File: config.mk
export PLATFORM = sky130hd
export DESIGN_NAME = ebu_top
export DESIGN_NICKNAME = d
export VERILOG_FILES = /design/src/hdl/ebu_win_dec.v /design/src/hdl/ebu_top.v
export VERILOG_INCLUDE_DIRS = /design/src /design/src/common
export SDC_FILE = /design/constraint.sdc
export NUM_CORES = 1
export LEC_CHECK = 0
export ABC_AREA = 0
export CELL_PAD_IN_SITES_DETAIL_PLACEMENT = 1
export CELL_PAD_IN_SITES_GLOBAL_PLACEMENT = 2
export CORE_ASPECT_RATIO = 1.1
export CORE_MARGIN = 5
export CORE_UTILIZATION = 41
export DETAILED_ROUTE_END_ITERATION = 6
export DONT_BUFFER_PORTS = 1
export PLACE_DENSITY = 0.85
export RECOVER_POWER = 100
export REMOVE_ABC_BUFFERS = 1
export SETUP_SLACK_MARGIN = 0.4
export SYNTH_ARGS = -nofsm -noshare
export SYNTH_HDL_FRONTEND = slang
export SYNTH_SLANG_ARGS = --single-unit
export TNS_END_PERCENT = 10
File: constraint.sdc
create_clock -name clk -period 7.9 [get_ports clk]
set_input_delay 0.79 -clock clk [delete_from_list [all_inputs] [get_ports clk]]
set_output_delay 0.79 -clock clk [all_outputs]
set_load 0.01 [all_outputs]
File: src/common/ebu_defs.vh
// Constants for the external bus unit: config fields, modes, timing.
`ifndef EBU_DEFS_VH
`define EBU_DEFS_VH

// ****************************************************************
// Bus configuration word fields (default and per window)
// ****************************************************************
`define EBU_CF_WS_MSB   3        // Memory cycle wait states, 0..15
`define EBU_CF_WS_LSB   0
`define EBU_CF_TRI      4        // Memory tri-state extra cycle
`define EBU_CF_ALEL     5        // Lengthened address latch strobe
`define EBU_CF_RWD      6        // Read/write strobe delay cycle
`define EBU_CF_RDYEN    7        // Ready input extends the cycle
`define EBU_CF_MODE_MSB 9        // External bus mode
`define EBU_CF_MODE_LSB 8
`define EBU_CF_WEN      10       // Window enable (windows only)

// ****************************************************************
// External bus modes
// ****************************************************************
`define EBU_M_8DMX  2'h0         // 8-bit data, demultiplexed
`define EBU_M_8MUX  2'h1         // 8-bit data, multiplexed
`define EBU_M_16DMX 2'h2         // 16-bit data, demultiplexed
`define EBU_M_16MUX 2'h3         // 16-bit data, multiplexed

// ****************************************************************
// Window range word fields
// ****************************************************************
`define EBU_RG_BASE_MSB 15       // Base address bits A23..A12
`define EBU_RG_BASE_LSB 4
`define EBU_RG_SIZE_MSB 3        // Window size = 4 KByte << size
`define EBU_RG_SIZE_LSB 0

// ****************************************************************
// Address space and segment line counts
// ****************************************************************
`define EBU_AS_16M   2'h0
`define EBU_AS_1M    2'h1
`define EBU_AS_256K  2'h2
`define EBU_AS_64K   2'h3
`define EBU_SEG_16M  4'h8
`define EBU_SEG_1M   4'h4
`define EBU_SEG_256K 4'h2
`define EBU_SEG_64K  4'h0
`define EBU_CAN_NONE 2'h0
`define EBU_CAN_6    2'h1
`define EBU_CAN_4    2'h2
`define EBU_SEG_CAN6 4'h6
`define EBU_SEG_CAN4 4'h4

// ****************************************************************
// Synchroniser reset levels (ready_n, hold_n, hold_ack_n)
// ****************************************************************
`define EBU_SYNC_RST 3'h7

`endif

File: src/hdl/ebu_win_dec.v
// Address window decoder: prioritised window match and chip-select choice.
`timescale 1ns/100ps
`include "ebu_defs.vh"

module ebu_win_dec (
   input  wire [23:0] addr,          // Address being decoded
   input  wire [63:0] win_range,     // Four window range words
   input  wire [63:0] win_cfg,       // Four window bus config words
   input  wire [15:0] default_cfg,   // Default bus config
   output reg  [15:0] sel_cfg,       // Winning bus config
   output reg  [4:0]  sel_cs         // One-hot select, bit 0 = default
);

   // ****************************************************************
   // Per-window match
   // ****************************************************************
   wire [3:0] hit;                   // Window i covers addr

   genvar i;
   generate
      for (i = 0; i < 4; i = i + 1) begin : g_win
         wire [15:0] rg  = win_range[16*i +: 16];
         // Size code clears low base bits, so windows are size-aligned
         wire [11:0] msk = 12'hfff << rg[`EBU_RG_SIZE_MSB:`EBU_RG_SIZE_LSB];
         assign hit[i] = win_cfg[16*i + `EBU_CF_WEN] &
                         ((addr[23:12] & msk) ==
                          (rg[`EBU_RG_BASE_MSB:`EBU_RG_BASE_LSB] & msk));
      end
   endgenerate

   // ****************************************************************
   // Priority: 4 over 3 over 2 over 1
   // ****************************************************************
   always @* begin
      if (hit[3]) begin                       // [RULE6]
         sel_cfg = win_cfg[63:48];
         sel_cs  = 5'h10;
      end else if (hit[2]) begin
         sel_cfg = win_cfg[47:32];
         sel_cs  = 5'h08;
      end else if (hit[1]) begin              // [RULE6]
         sel_cfg = win_cfg[31:16];
         sel_cs  = 5'h04;
      end else if (hit[0]) begin
         sel_cfg = win_cfg[15:0];
         sel_cs  = 5'h02;
      end else begin                          // Outside all windows [RULE7]
         sel_cfg = default_cfg;
         sel_cs  = 5'h01;
      end
   end

endmodule // ebu_win_dec

File: src/hdl/ebu_top.v
// External bus unit: bus cycle sequencer, chip selects, hold arbitration.
// Notes on behaviour
// [RULE1] Single-chip or four 8/16-bit mux/demux modes
// [RULE2] Demux: address port separate, data full/low byte
// [RULE3] Mux: address then data on shared port
// [RULE4] Cycle, tri-state, latch strobe, strobe delay programmable
// [RULE5] Four windows, each range plus config word
// [RULE6] Window 4 beats 3, 2 beats 1
// [RULE7] Unmatched addresses use default config
// [RULE8] Five chip selects: four windows plus default
// [RULE9] Unlatched bit: selects follow address directly
// [RULE10] Ready input stretches the strobe phase
// [RULE11] Hold enable hands arbitration pins to hardware
// [RULE12] After reset master, hold acknowledge driven
// [RULE13] Direction bit set: slave, acknowledge is input
// [RULE14] Segment lines 8/4/2/0 per address space
// [RULE15] CAN lines cap segment to 6/4 lines
// [RULE16] Chip selects active low, own region only
// [RULE17] Granted away: float bus, start no cycles
`timescale 1ns/100ps
`include "ebu_defs.vh"

module ebu_top (
   input  wire        clk,
   input  wire        rst_n,
   input  wire        req,                   // Access request pulse
   input  wire        req_we,                // 1 write, 0 read
   input  wire [23:0] req_addr,              // Access address
   input  wire [15:0] req_wdata,             // Write data
   output reg         busy_r,                // Request taken, not yet acked
   output reg         ack_r,                 // Access done pulse
   output reg  [15:0] rdata_r,               // Read data, valid with ack
   input  wire        single_chip,           // No external bus
   input  wire [1:0]  addr_space,            // 16M/1M/256K/64K
   input  wire [1:0]  can_on_seg,            // CAN lines on segment port
   input  wire [15:0] default_bus_config,
   input  wire [63:0] window_range_select,
   input  wire [63:0] window_bus_config,
   input  wire        unlatched_select_bit,
   input  wire        hold_enable_bit,
   input  wire        arb_role_direction_bit,
   input  wire [15:0] shared_addr_data_port_in,
   output reg  [15:0] shared_addr_data_port_out_r,
   output reg  [15:0] shared_addr_data_port_oe_r,
   output reg  [15:0] dedicated_address_port_r,
   output reg         dedicated_address_port_oe_r,
   output reg  [7:0]  segment_addr_r,
   output reg  [7:0]  segment_addr_oe_r,
   output reg         ale_r,                 // Address latch strobe
   output reg         rd_n_r,
   output reg         wr_n_r,
   output reg         strobe_oe_r,           // Enable for ale, rd, wr, cs
   output reg  [4:0]  chip_select_n_r,       // Bit 0 default region
   input  wire        ready_n,
   input  wire        hold_n,
   input  wire        hold_acknowledge_n_in,
   output reg         hold_acknowledge_n_out_r,
   output reg         hold_acknowledge_oe_r,
   output reg         bus_request_out_n_r,
   output reg         bus_request_oe_r
);

   // ****************************************************************
   // States
   // ****************************************************************
   localparam [2:0] S_IDLE = 3'h0;
   localparam [2:0] S_ALE  = 3'h1;
   localparam [2:0] S_DLY  = 3'h2;
   localparam [2:0] S_CMD  = 3'h3;
   localparam [2:0] S_TRI  = 3'h4;
   localparam [2:0] S_HOLD = 3'h5;

   reg  [2:0]  st_r;                          // Sequencer state
   reg  [3:0]  cnt_r;                         // Phase counter
   reg         we_r;                          // Latched direction
   reg  [23:0] addr_r;                        // Latched address
   reg  [15:0] wd_r;                          // Latched write data
   reg  [15:0] cfg_r;                         // Latched bus config
   reg  [4:0]  cs_lat_r;                      // Latched select, active high
   wire [15:0] dec_cfg;
   wire [4:0]  dec_cs;
   wire [4:0]  live_cs;

   // ****************************************************************
   // Input synchronisers: 3 flops, change accepted on 2nd==3rd
   // ****************************************************************
   wire [2:0] pin_in = {hold_acknowledge_n_in, hold_n, ready_n};
   reg  [2:0] s1_r;
   reg  [2:0] s2_r;
   reg  [2:0] s3_r;
   reg  [2:0] flt_r;                          // Filtered levels
   localparam [2:0] SYNC_RST = `EBU_SYNC_RST; // Idle pin levels

   genvar k;
   generate
      for (k = 0; k < 3; k = k + 1) begin : g_sync
         always @(posedge clk or negedge rst_n) begin
            if (!rst_n) begin
               s1_r[k]  <= SYNC_RST[k];
               s2_r[k]  <= SYNC_RST[k];
               s3_r[k]  <= SYNC_RST[k];
               flt_r[k] <= SYNC_RST[k];
            end else begin
               s1_r[k] <= pin_in[k];
               s2_r[k] <= s1_r[k];
               s3_r[k] <= s2_r[k];
               // Only a level seen twice counts, glitches are dropped
               if (s2_r[k] == s3_r[k]) begin
                  flt_r[k] <= s3_r[k];
               end
            end
         end
      end
   endgenerate

   wire rdy_f  = ~flt_r[0];                   // Ready asserted
   wire hold_f = ~flt_r[1];                   // Other master asks
   wire hold_acknowledge_f = ~flt_r[2];                   // Slave: bus granted

   // ****************************************************************
   // Window decode; idle decodes request, cycle decodes latched addr
   // ****************************************************************
   wire [23:0] dec_addr = (st_r == S_IDLE) ? req_addr : addr_r;

   ebu_win_dec u_dec (
      .addr        (dec_addr),
      .win_range   (window_range_select),     // [RULE5]
      .win_cfg     (window_bus_config),
      .default_cfg (default_bus_config),
      .sel_cfg     (dec_cfg),
      .sel_cs      (dec_cs)
   );

   // ****************************************************************
   // Arbitration qualifiers
   // ****************************************************************
   wire arb_on  = hold_enable_bit;            // [RULE11]
   wire slave   = arb_on & arb_role_direction_bit;              // [RULE13]
   // Master owns unless in hold; slave owns only while granted
   wire owned   = !arb_on || (slave ? hold_acknowledge_f : (st_r != S_HOLD));
   wire pend    = busy_r | req;
   wire mode_mx = cfg_r[`EBU_CF_MODE_LSB];    // Odd modes multiplex
   wire mode_16 = cfg_r[`EBU_CF_MODE_MSB];    // Upper modes 16-bit
   wire [15:0] dmask = mode_16 ? 16'hffff : 16'h00ff;

   // ****************************************************************
   // Segment line count from address space and CAN use
   // ****************************************************************
   reg [3:0] seg_n;
   always @* begin
      case (addr_space)                       // [RULE14]
         `EBU_AS_16M:  seg_n = `EBU_SEG_16M;
         `EBU_AS_1M:   seg_n = `EBU_SEG_1M;
         `EBU_AS_256K: seg_n = `EBU_SEG_256K;
         default:      seg_n = `EBU_SEG_64K;
      endcase
      // CAN pins take the top lines away [RULE15]
      if (can_on_seg == `EBU_CAN_6 && seg_n > `EBU_SEG_CAN6) begin
         seg_n = `EBU_SEG_CAN6;
      end else if (can_on_seg == `EBU_CAN_4 && seg_n > `EBU_SEG_CAN4) begin
         seg_n = `EBU_SEG_CAN4;
      end
   end

   // We drive the bus while owned, not in hold and not in single-chip mode
   wire drive = owned && !single_chip && (st_r != S_HOLD);       // [RULE17]

   generate
      for (k = 0; k < 8; k = k + 1) begin : g_seg
         always @(posedge clk or negedge rst_n) begin
            if (!rst_n) begin
               segment_addr_oe_r[k] <= 1'b0;
            end else begin
               segment_addr_oe_r[k] <= drive && (k < seg_n);     // [RULE14]
            end
         end
      end
   endgenerate

   // ****************************************************************
   // Chip selects: latched per cycle or live
   // ****************************************************************
   assign live_cs = unlatched_select_bit ? dec_cs : cs_lat_r;    // [RULE9]

   // ****************************************************************
   // Bus cycle sequencer
   // ****************************************************************
   always @(posedge clk or negedge rst_n) begin
      if (!rst_n) begin
         st_r    <= S_IDLE;
         cnt_r   <= 4'h0;
         we_r    <= 1'b0;
         addr_r  <= 24'h000000;
         wd_r    <= 16'h0000;
         cfg_r   <= 16'h0000;
         cs_lat_r <= 5'h00;
         busy_r  <= 1'b0;
         ack_r   <= 1'b0;
         rdata_r <= 16'h0000;
         ale_r   <= 1'b0;
         rd_n_r  <= 1'b1;
         wr_n_r  <= 1'b1;
         shared_addr_data_port_out_r <= 16'h0000;
         shared_addr_data_port_oe_r  <= 16'h0000;
         dedicated_address_port_r    <= 16'h0000;
      end else begin
         ack_r <= 1'b0;
         case (st_r)
            S_IDLE: begin
               shared_addr_data_port_oe_r <= 16'h0000;
               if (req && !busy_r) begin
                  busy_r <= 1'b1;
                  we_r   <= req_we;
                  addr_r <= req_addr;
                  wd_r   <= req_wdata;
               end
               if (single_chip && pend) begin
                  // No external bus: finish without a cycle [RULE1]
                  busy_r <= 1'b0;
                  ack_r  <= 1'b1;
                  rdata_r <= 16'h0000;
               end else if (arb_on && !slave && hold_f) begin
                  st_r <= S_HOLD;             // Yield between cycles
               end else if (pend && owned && !single_chip) begin
                  if (!busy_r) begin
                     addr_r <= req_addr;
                     we_r   <= req_we;
                     wd_r   <= req_wdata;
                  end
                  cfg_r    <= dec_cfg;        // [RULE7]
                  cs_lat_r <= dec_cs;         // [RULE8]
                  ale_r    <= 1'b1;
                  dedicated_address_port_r <= busy_r ? addr_r[15:0] : req_addr[15:0];
                  if (dec_cfg[`EBU_CF_MODE_LSB]) begin
                     // Address phase on the shared port [RULE3]
                     shared_addr_data_port_out_r <= busy_r ? addr_r[15:0] : req_addr[15:0];
                     shared_addr_data_port_oe_r  <= 16'hffff;
                  end
                  cnt_r <= dec_cfg[`EBU_CF_ALEL] ? 4'h1 : 4'h0;  // [RULE4]
                  st_r  <= S_ALE;
               end
            end
            S_ALE: begin
               if (cnt_r != 4'h0) begin
                  cnt_r <= cnt_r - 4'h1;
               end else begin
                  ale_r <= 1'b0;
                  if (we_r) begin
                     // Data on full port or low byte only [RULE2]
                     shared_addr_data_port_out_r <= wd_r & dmask;
                     shared_addr_data_port_oe_r  <= dmask;
                  end else begin
                     shared_addr_data_port_oe_r  <= 16'h0000;
                  end
                  cnt_r <= cfg_r[`EBU_CF_WS_MSB:`EBU_CF_WS_LSB];
                  if (cfg_r[`EBU_CF_RWD]) begin
                     st_r <= S_DLY;           // Strobe delayed a cycle [RULE4]
                  end else begin
                     rd_n_r <= we_r;
                     wr_n_r <= !we_r;
                     st_r   <= S_CMD;
                  end
               end
            end
            S_DLY: begin
               rd_n_r <= we_r;
               wr_n_r <= !we_r;
               st_r   <= S_CMD;
            end
            S_CMD: begin
               if (cnt_r != 4'h0) begin
                  cnt_r <= cnt_r - 4'h1;      // Wait states [RULE4]
               end else if (!cfg_r[`EBU_CF_RDYEN] || rdy_f) begin    // [RULE10]
                  rd_n_r  <= 1'b1;
                  wr_n_r  <= 1'b1;
                  rdata_r <= shared_addr_data_port_in & dmask;
                  ack_r   <= 1'b1;
                  busy_r  <= 1'b0;
                  cnt_r   <= cfg_r[`EBU_CF_TRI] ? 4'h1 : 4'h0;
                  st_r    <= S_TRI;
               end
            end
            S_TRI: begin
               shared_addr_data_port_oe_r <= 16'h0000;
               if (cnt_r != 4'h0) begin
                  cnt_r <= cnt_r - 4'h1;      // Tri-state time [RULE4]
               end else begin
                  cs_lat_r <= 5'h00;
                  st_r     <= S_IDLE;
               end
            end
            S_HOLD: begin
               shared_addr_data_port_oe_r <= 16'h0000;          // [RULE17]
               if (req && !busy_r) begin
                  busy_r <= 1'b1;
                  we_r   <= req_we;
                  addr_r <= req_addr;
                  wd_r   <= req_wdata;
               end
               if (!hold_f || !arb_on || slave) begin
                  st_r <= S_IDLE;
               end
            end
            default: st_r <= S_IDLE;
         endcase
      end
   end

   // ****************************************************************
   // Pin drivers
   // ****************************************************************
   always @(posedge clk or negedge rst_n) begin
      if (!rst_n) begin
         segment_addr_r              <= 8'h00;
         dedicated_address_port_oe_r <= 1'b0;
         strobe_oe_r                 <= 1'b0;
         chip_select_n_r             <= 5'h1f;
         hold_acknowledge_n_out_r    <= 1'b1;
         hold_acknowledge_oe_r       <= 1'b1;   // Master drives [RULE12]
         bus_request_out_n_r         <= 1'b1;
         bus_request_oe_r            <= 1'b0;
      end else begin
         segment_addr_r <= (st_r == S_IDLE) ? req_addr[23:16] : addr_r[23:16];
         // Demux only; on from the latch cycle, with the address [RULE2]
         dedicated_address_port_oe_r <= drive && ((st_r == S_IDLE) ?
            (pend && !dec_cfg[`EBU_CF_MODE_LSB]) : !mode_mx);
         strobe_oe_r     <= drive;
         // Active low, only the decoded region [RULE16]
         chip_select_n_r <= drive ? ~live_cs : 5'h1f;
         // Acknowledge is ours as master, an input as slave [RULE13]
         hold_acknowledge_oe_r    <= !slave;
         hold_acknowledge_n_out_r <= !(arb_on && !slave && (st_r == S_HOLD));
         bus_request_oe_r         <= arb_on;    // [RULE11]
         bus_request_out_n_r      <= !(arb_on && pend && !owned);
      end
   end

endmodule // ebu_top

=== Yosys cells after proc, flatten, opt, wreduce, memory -nomap -nowiden ===
Index checks and enable logic that the tools add are counted.

* Bits in registers: 171
* Input port bits: 215
* Output and inout bits: 96
* Logic and storage cells: 275

* $add $sub $neg: 1
* Order comparisons: 10
* Equality and inequality tests: 32
* Shift operators: 4
* Muxes and demuxes: 102
* Bitwise gates (word level): 22
* Reductions and logical operators: 60

{| class="wikitable"
|+ Operators with widths
! cell !! count
|-
| $mux W16 || 22
|-
| $mux W24 || 6
|-
| $and A12 B12 Y12 || 8
|-
| $pmux W16 S2 || 3
|-
| $eq A12 B12 Y1 || 4
|-
| $pmux W16 S3 || 1
|-
| $pmux W24 S2 || 1
|-
| $shl A12 B4 Y12 const A || 4
|-
| $mux W5 || 9
|-
| $mux W10 || 4
|-
| $mux W4 || 9
|-
| $and A16 B16 Y16 || 2
|-
| $mux W1 || 27
|-
| $mux W3 || 8
|-
| $logic_and A1 B1 Y1 || 23
|-
| $ne A2 B2 Y1 const B || 11
|-
| $pmux W3 S6 || 1
|-
| $lt A3 B4 Y1 const A || 4
|-
| $pmux W4 S4 || 1
|-
| $reduce_and A5 Y1 || 3
|-
| $reduce_and A7 Y1 || 2
|-
| $pmux W4 S3 || 1
|-
| $logic_not A1 Y1 || 11
|-
| $pmux W5 S2 || 1
|-
| 32 further kinds || 65
|}

=== Logic depth before layout (Yosys ltp) ===
* Depth in word-level cells: 14
* Depth in mapped cells: 15
* Mapped depth without buffers: 9

=== Hierarchy ===
Synthesis repeated with hierarchy kept, for this count alone.

* Cells, all modules: 840
* Area total of the unflattened synthesis: 8365.5 um^2

{| class="wikitable"
|+ Modules (own cells, without submodules)
! module !! times used !! cells an instance !! area an instance (um^2) !! seq. area each (um^2)
|-
| ebu_top || 1 || 580 || 6645.1 || 3831.2
|-
| ebu_win_dec || 1 || 260 || 1720.4 || 0.0
|}

=== Least setup slack after synthesis ===
OpenSTA, ideal clock, no wires.

* Path type: in2reg
* Start: input port req_addr[21]
* End: register shared_addr_data_port_out_r[2]
* Setup time: 0.125 ns
* Data arrival time: 3.705 ns
* Data required time: 7.775 ns
* Setup slack: 4.070 ns
* Stages on the path: 13
* Path buffers: 4
* Cells stage by stage: or4b_2 and2_1 clkbuf_1 xnor2_1 a221oi_2 o31ai_1 or2_1 buf_6 mux2_4 a221o_1 buf_6 buf_6 mux2_4

* Cells in the longest elaborated chain, start to end: 10
* Elaborated cells on any way between the ends: 19
* Classes of those cells: eq/ne: 5; mux: 5; bitwise: 8; reduce/logical: 1

{| class="wikitable"
|+ RTL lines
! what !! RTL line !! source
|-
| start, declared || ebu_top.v:28 || <nowiki>input wire [23:0] req_addr,</nowiki>
|-
| $mux W24 (*) || ebu_top.v:123 || <nowiki>wire [23:0] dec_addr = (st_r == S_IDLE) ? req_addr : addr_r;</nowiki>
|-
| $and A12 B12 Y12 || ebu_win_dec.v:26 || <nowiki>((addr[23:12] & msk) ==</nowiki>
|-
| $eq A12 B12 Y1 || ebu_win_dec.v:26 ||
|-
| $and A1 B1 Y1 || ebu_win_dec.v:25 || <nowiki>assign hit[i] = win_cfg[16*i + `EBU_CF_WEN] &</nowiki>
|-
| $mux W10 || ebu_win_dec.v:44 || <nowiki>end else if (hit[0]) begin</nowiki>
|-
| $mux W10 || ebu_win_dec.v:41 || <nowiki>end else if (hit[1]) begin</nowiki>
|-
| $mux W10 || ebu_win_dec.v:38 || <nowiki>end else if (hit[2]) begin</nowiki>
|-
| $mux W10 (*) || ebu_win_dec.v:35 || <nowiki>if (hit[3]) begin</nowiki>
|-
| $ne A2 B2 Y1 (no line) (*) || - ||
|-
| $reduce_and A7 Y1 (no line) (*) || - ||
|-
| end signal, assigned || ebu_top.v:236 || <nowiki>shared_addr_data_port_out_r <= busy_r ? addr_r[15:0] : req_addr[15:0];</nowiki>
|-
| end signal, assigned || ebu_top.v:250 || <nowiki>shared_addr_data_port_out_r <= wd_r & dmask;</nowiki>
|-
| end, declared || ebu_top.v:43 || <nowiki>output reg [15:0] shared_addr_data_port_out_r,</nowiki>
|}

Mark *: on every way between the ends. The rest lies on a longest branch, timed or not.
A chain may end at the register's enable or synchronous reset.

=== Worst setup path after layout ===
* Start: register st_r[2]
* End: register shared_addr_data_port_out_r[8]

* Cells in the longest elaborated chain, start to end: 11
* Elaborated cells on any way between the ends: 33
* Classes of those cells: eq/ne: 12; mux: 7; bitwise: 8; reduce/logical: 6

{| class="wikitable"
|+ RTL lines
! what !! RTL line !! source
|-
| start, declared || ebu_top.v:73 || <nowiki>reg [2:0] st_r;</nowiki>
|-
| start signal, assigned || ebu_top.v:190 || <nowiki>st_r <= S_IDLE;</nowiki>
|-
| start signal, assigned || ebu_top.v:223 || <nowiki>st_r <= S_HOLD;</nowiki>
|-
| start signal, assigned || ebu_top.v:240 || <nowiki>st_r <= S_ALE;</nowiki>
|-
| $logic_not A3 Y1 || ebu_top.v:123, ebu_top.v:208 ||
|-
| $mux W24 || ebu_top.v:123 ||
|-
| $and A12 B12 Y12 || ebu_win_dec.v:26 ||
|-
| $eq A12 B12 Y1 || ebu_win_dec.v:26 ||
|-
| $and A1 B1 Y1 || ebu_win_dec.v:25 ||
|-
| $mux W10 || ebu_win_dec.v:44 ||
|-
| $mux W10 || ebu_win_dec.v:41 ||
|-
| $mux W10 || ebu_win_dec.v:38 ||
|-
| $mux W10 || ebu_win_dec.v:35 ||
|-
| $ne A2 B2 Y1 (no line) || - ||
|-
| $reduce_and A7 Y1 (no line) || - ||
|}

Several ways; a longest one is shown, not always the timed one.

==> flow_summary.html <==
<table>
<tr><th>Metric</th><th>Value</th></tr>
<tr><th colspan="2">Global route</th></tr>
<tr><td>Met3 track demand over resource</td><td>8.14%</td></tr>
<tr><td>Number of antenna violations at the first check in global routing</td><td>2</td></tr>
<tr><td>GRT busiest layer</td><td>met2</td></tr>
<tr><td>Residual overflow from global routing</td><td>0</td></tr>
<tr><td>Wire length of the first global-routing pass</td><td>44.9 mm</td></tr>
<tr><td>GR Util met2</td><td>39.6%</td></tr>
<tr><td>Overall Global Routing Usage</td><td>24.0%</td></tr>
<tr><td>Pin count of the biggest net entering global routing</td><td>153</td></tr>
<tr><td>Vias in the first global route</td><td>7457</td></tr>
<tr><td>GRT met1 Usage</td><td>30.6%</td></tr>
<tr><th colspan="2">Critical path</th></tr>
<tr><td>Reg2reg path depth</td><td>11</td></tr>
<tr><td>Arrival time of the worst setup path</td><td>6350 ps</td></tr>
<tr><td>CP Class</td><td>reg -&gt; reg</td></tr>
<tr><td>Endpoint type of the worst setup path</td><td>flip-flop</td></tr>
<tr><td>Kind of launch point of the worst setup path</td><td>flip-flop</td></tr>
<tr><td>Critical Path RT</td><td>8200 ps</td></tr>
<tr><td>Max FO, Critical Path</td><td>50</td></tr>
<tr><th colspan="2">Cells and area</th></tr>
<tr><td>Layout cells sized above 1</td><td>13.5%</td></tr>
<tr><td>Antenna cell count</td><td>0</td></tr>
<tr><td>Net count reported at finish</td><td>1086</td></tr>
<tr><td>Fill cell total of the finished layout</td><td>2390</td></tr>
<tr><td>Relative area change from synthesis to final layout</td><td>6.79%</td></tr>
<tr><th colspan="2">STA</th></tr>
<tr><td>Tightest hold margin</td><td>45.6 ps</td></tr>
<tr><td>Worst max-slew margin expressed relative to the limit</td><td>-52.9%</td></tr>
<tr><td>Part of the cycle the worst path needs</td><td>76.6%</td></tr>
<tr><td>Final critical-path required period</td><td>6050 ps</td></tr>
<tr><td>Final hold viol count</td><td>0</td></tr>
<tr><td>Maximum clock skew at final layout</td><td>16.9 ps</td></tr>
<tr><td>Post-Route Setup TNS</td><td>0 ps</td></tr>
<tr><td>Maximum clock frequency</td><td>165 MHz</td></tr>
<tr><td>RSZ-0062 raised after global routing</td><td>no</td></tr>
<tr><td>Transition time at the pin with the least slew margin</td><td>2290 ps</td></tr>
<tr><td>Count of final setup violators</td><td>0</td></tr>
<tr><td>Number of max-slew violations in the final report</td><td>140</td></tr>
<tr><th colspan="2">Drt</th></tr>
<tr><td>Count of routing violations after the opening detailed-route iteration</td><td>288</td></tr>
<tr><td>DR DRC count</td><td>0</td></tr>
<tr><td>Via/cell ratio</td><td>5.98</td></tr>
<tr><td>Router iterations before antenna repair</td><td>4</td></tr>
<tr><td>Remaining antenna violation count after routing</td><td>0</td></tr>
<tr><td>Wirelength, routed</td><td>29.2 mm</td></tr>
<tr><td>Routed len/inst</td><td>24.9 um</td></tr>
<tr><td>Via total after detailed routing</td><td>7009</td></tr>
<tr><th colspan="2">Synth</th></tr>
<tr><td>Number of enable-type register cells in the synthesized netlist</td><td>0</td></tr>
<tr><td>Count of mapped cells out of synthesis</td><td>912</td></tr>
<tr><td>Distinct cells, synth</td><td>79</td></tr>
<tr><td>Post-synthesis area per instance</td><td>9.66 um^2</td></tr>
<tr><td>Cell type with the highest aggregate area in the netlist</td><td>sky130_fd_sc_hd__dfrtp_1</td></tr>
<tr><td>Predominant post-synthesis flop cell</td><td>sky130_fd_sc_hd__dfrtp_1</td></tr>
<tr><td>Top area cells in the synthesized netlist</td><td>sky130_fd_sc_hd__dfrtp_1 (37%), sky130_fd_sc_hd__dfstp_2 (6.6%), sky130_fd_sc_hd__mux2_2 (5.9%)</td></tr>
<tr><td>Synthesis warning total</td><td>0</td></tr>
<tr><td>Top cell type's share of synthesized area</td><td>36.9%</td></tr>
<tr><td>Fraction of the yosys area taken by sequential cells</td><td>43.5%</td></tr>
<tr><td>Async set-or-reset flop fraction in the synthesized netlist</td><td>100%</td></tr>
<tr><td>Register bit total from synthesis</td><td>152</td></tr>
<tr><td>Netlist area before placement</td><td>0.00881 mm^2</td></tr>
<tr><th colspan="2">Power</th></tr>
<tr><td>Worst voltage drop across the vdd grid</td><td>0.167 mV</td></tr>
<tr><td>Power density relative to cell area</td><td>397 mW/mm^2</td></tr>
<tr><td>P_leak</td><td>3.83 nW</td></tr>
<tr><th colspan="2">Die</th></tr>
<tr><td>Core Box Area</td><td>0.0212 mm^2</td></tr>
<tr><td>Die Footprint</td><td>0.0245 mm^2</td></tr>
<tr><td>Boundary pin count</td><td>311</td></tr>
<tr><td>Horizontal extent of the die</td><td>150 um</td></tr>
<tr><td>Num rows</td><td>56</td></tr>
<tr><td>DIE HEIGHT</td><td>164 um</td></tr>
<tr><td>Initial core utilization</td><td>41.5%</td></tr>
<tr><th colspan="2">Hold path</th></tr>
<tr><td>Min-Delay Path Class</td><td>in -&gt; async</td></tr>
<tr><th colspan="2">Status</th></tr>
<tr><td>Violations in the final reports</td><td>capacitance limit, slew limit</td></tr>
<tr><td>Status</td><td>finished, violations left</td></tr>
<tr><th colspan="2">Clock tree</th></tr>
<tr><td>Root Buffer Master</td><td>sky130_fd_sc_hd__clkbuf_16</td></tr>
<tr><td>TritonCTS clock tree</td><td>built</td></tr>
<tr><td>Clock Sinks</td><td>152</td></tr>
<tr><td>Maximum buffer depth of the clock tree</td><td>2</td></tr>
<tr><td>Setup fix buffers added after clock tree synthesis</td><td>0</td></tr>
<tr><td>Number of gates given a new drive strength after cts</td><td>0</td></tr>
<tr><td>H-tree lvl count</td><td>4</td></tr>
<tr><td>Total CTS buffers</td><td>17</td></tr>
<tr><td>Hold bufs inserted after CTS</td><td>0</td></tr>
<tr><td>Clock transition at path regs</td><td>70 ps</td></tr>
<tr><td>Later-pin clock latency in the skew report</td><td>430 ps</td></tr>
<tr><th colspan="2">Run</th></tr>
<tr><td>Number of maximum-capacitance violations</td><td>4</td></tr>
<tr><th colspan="2">Placed design</th></tr>
<tr><td>DP HPWL</td><td>21.6 mm</td></tr>
<tr><td>Number of port buffers</td><td>0</td></tr>
<tr><td>Placer Congestion</td><td>0.838</td></tr>
</table>
routing by layer:
layer / vias up / share of wire [%]
li1: 3223 / -
met1: 3495 / 42
met2: 258 / 48
met3: 29 / 9.1
met4: 4 / 1.2
met5: - / 0.11
through the flow:
step / area [um^2] / std cells / util (%) / worst slack [ps] / total power [mW]
after CTS: 9480 / 1172 / 44.6 / 3140 / 3.80
after global routing: 9410 / 1172 / 44.3 / 1430 / 4.00
after global placement: 8850 / 1140 / 41.7 / 3200 / 2.86
final: 9410 / 1172 / 44.3 / 1850 / 3.74
after floorplan: 8410 / 840 / - / 3590 / 2.43
after detailed placement: 8850 / 1140 / 41.7 / 3130 / 2.91
cells in the final DEF (no fill, tap or decap), types with 11 or more instances in the layout:
cell type / n
sky130_fd_sc_hd__nand2_1: 97
sky130_fd_sc_hd__clkbuf_16: 17
sky130_fd_sc_hd__and3_1: 17
sky130_fd_sc_hd__o21ai_0: 96
sky130_fd_sc_hd__xor2_1: 12
sky130_fd_sc_hd__o31ai_1: 16
sky130_fd_sc_hd__nand3_1: 28
sky130_fd_sc_hd__a211oi_1: 13
sky130_fd_sc_hd__a21oi_1: 23
sky130_fd_sc_hd__nor2_1: 53
sky130_fd_sc_hd__dfrtp_1: 130
sky130_fd_sc_hd__xnor2_1: 11
sky130_fd_sc_hd__inv_1: 26
sky130_fd_sc_hd__mux2_2: 46
sky130_fd_sc_hd__mux2_1: 16
sky130_fd_sc_hd__dfstp_1: 14
sky130_fd_sc_hd__mux2i_1: 21
sky130_fd_sc_hd__nor3_1: 21
synthesized netlist by cell type (4+ instances only):
cell type / number
sky130_fd_sc_hd__a2111oi_0: 6
sky130_fd_sc_hd__a211oi_1: 13
sky130_fd_sc_hd__a21boi_0: 10
sky130_fd_sc_hd__a21o_1: 9
sky130_fd_sc_hd__a21oi_1: 23
sky130_fd_sc_hd__a22o_1: 8
sky130_fd_sc_hd__a31oi_1: 8
sky130_fd_sc_hd__and2_1: 9
sky130_fd_sc_hd__and3_1: 17
sky130_fd_sc_hd__and3b_1: 4
sky130_fd_sc_hd__buf_1: 9
sky130_fd_sc_hd__buf_4: 19
sky130_fd_sc_hd__buf_6: 8
sky130_fd_sc_hd__clkbuf_1: 33
sky130_fd_sc_hd__dfrtp_1: 130
sky130_fd_sc_hd__dfstp_2: 22
sky130_fd_sc_hd__inv_1: 26
sky130_fd_sc_hd__mux2_1: 8
sky130_fd_sc_hd__mux2_2: 46
sky130_fd_sc_hd__mux2_4: 9
sky130_fd_sc_hd__mux2i_1: 21
sky130_fd_sc_hd__nand2_1: 97
sky130_fd_sc_hd__nand2b_1: 7
sky130_fd_sc_hd__nand3_1: 28
sky130_fd_sc_hd__nor2_1: 53
sky130_fd_sc_hd__nor2b_1: 6
sky130_fd_sc_hd__nor3_1: 22
sky130_fd_sc_hd__nor3b_1: 4
sky130_fd_sc_hd__nor4b_1: 7
sky130_fd_sc_hd__o211ai_1: 4
sky130_fd_sc_hd__o21a_1: 8
sky130_fd_sc_hd__o21ai_0: 95
sky130_fd_sc_hd__o221a_2: 8
sky130_fd_sc_hd__o221ai_1: 4
sky130_fd_sc_hd__o22ai_1: 8
sky130_fd_sc_hd__o31a_1: 5
sky130_fd_sc_hd__o31ai_1: 15
sky130_fd_sc_hd__or2_2: 4
sky130_fd_sc_hd__or3_1: 8
sky130_fd_sc_hd__or4b_1: 5
sky130_fd_sc_hd__or4b_4: 4
sky130_fd_sc_hd__xnor2_1: 11
sky130_fd_sc_hd__xor2_1: 12
final timing paths:
kind | endpoint | start | slack, ps
max in group asynchronous | addr_r[2] | rst_n | 7500
min in group clk | s1_r[1] | hold_n | 360
setup / recovery | shared_addr_data_port_out_r[8] | st_r[2] | 1850
hold / removal | asynchronous set/reset pin | rst_n | 50
setup reg to reg | shared_addr_data_port_out_r[8] | st_r[2] | 1850
hold reg to reg | s2_r[1] | s1_r[1] | 360
final cells by class:
cell class / instances / area, um^2 / area share, %
clock buffers: 18 / 439 / 4.67
clock inverters: 14 / 185 / 1.97
inverters: 26 / 97.6 / 1.04
multi-input cells: 662 / 4440 / 47.2
flip-flops and latches: 152 / 3830 / 40.7
well taps: 290 / 363 / 3.86
repair buffers: 10 / 52.6 / 0.558
power by group:
part	internal, mW	total, mW	switching [mW]	leakage (nW)
logic	0.601	1.48	0.883	1.68
registers	1.08	1.37	0.294	1.85
clock network	0.515	0.878	0.363	0.303
total	2.20	3.74	1.54	3.83
critical path: stages, from the launching register on:
cell and delay (ps):
sky130_fd_sc_hd__dfrtp_1 330, sky130_fd_sc_hd__clkbuf_1 1640, sky130_fd_sc_hd__nor3_2 430, sky130_fd_sc_hd__nor4_1 360, sky130_fd_sc_hd__nor3_1 120, sky130_fd_sc_hd__a2111oi_1 650
sky130_fd_sc_hd__o31ai_1 200, sky130_fd_sc_hd__or2_1 560, sky130_fd_sc_hd__mux2_1 540, sky130_fd_sc_hd__a221o_1 460, sky130_fd_sc_hd__buf_4 260, sky130_fd_sc_hd__mux2_1 360
cells by family (layout without fill, tap and decap cells):
kind of cell,count (synthesis),in the layout,share of synthesized area [%]
multiplexers,84,84,10.8
flip-flops,152,152,43.5
XOR/XNOR,23,23,2.29
buffers and inverters,98,68,5.71
AO/OA/AOI/OAI,258,258,20.1
AND/OR/NAND/NOR,292,292,17.0
adder cells (fa/ha/maj),5,5,0.625
(Power assumes the default switching activity.)
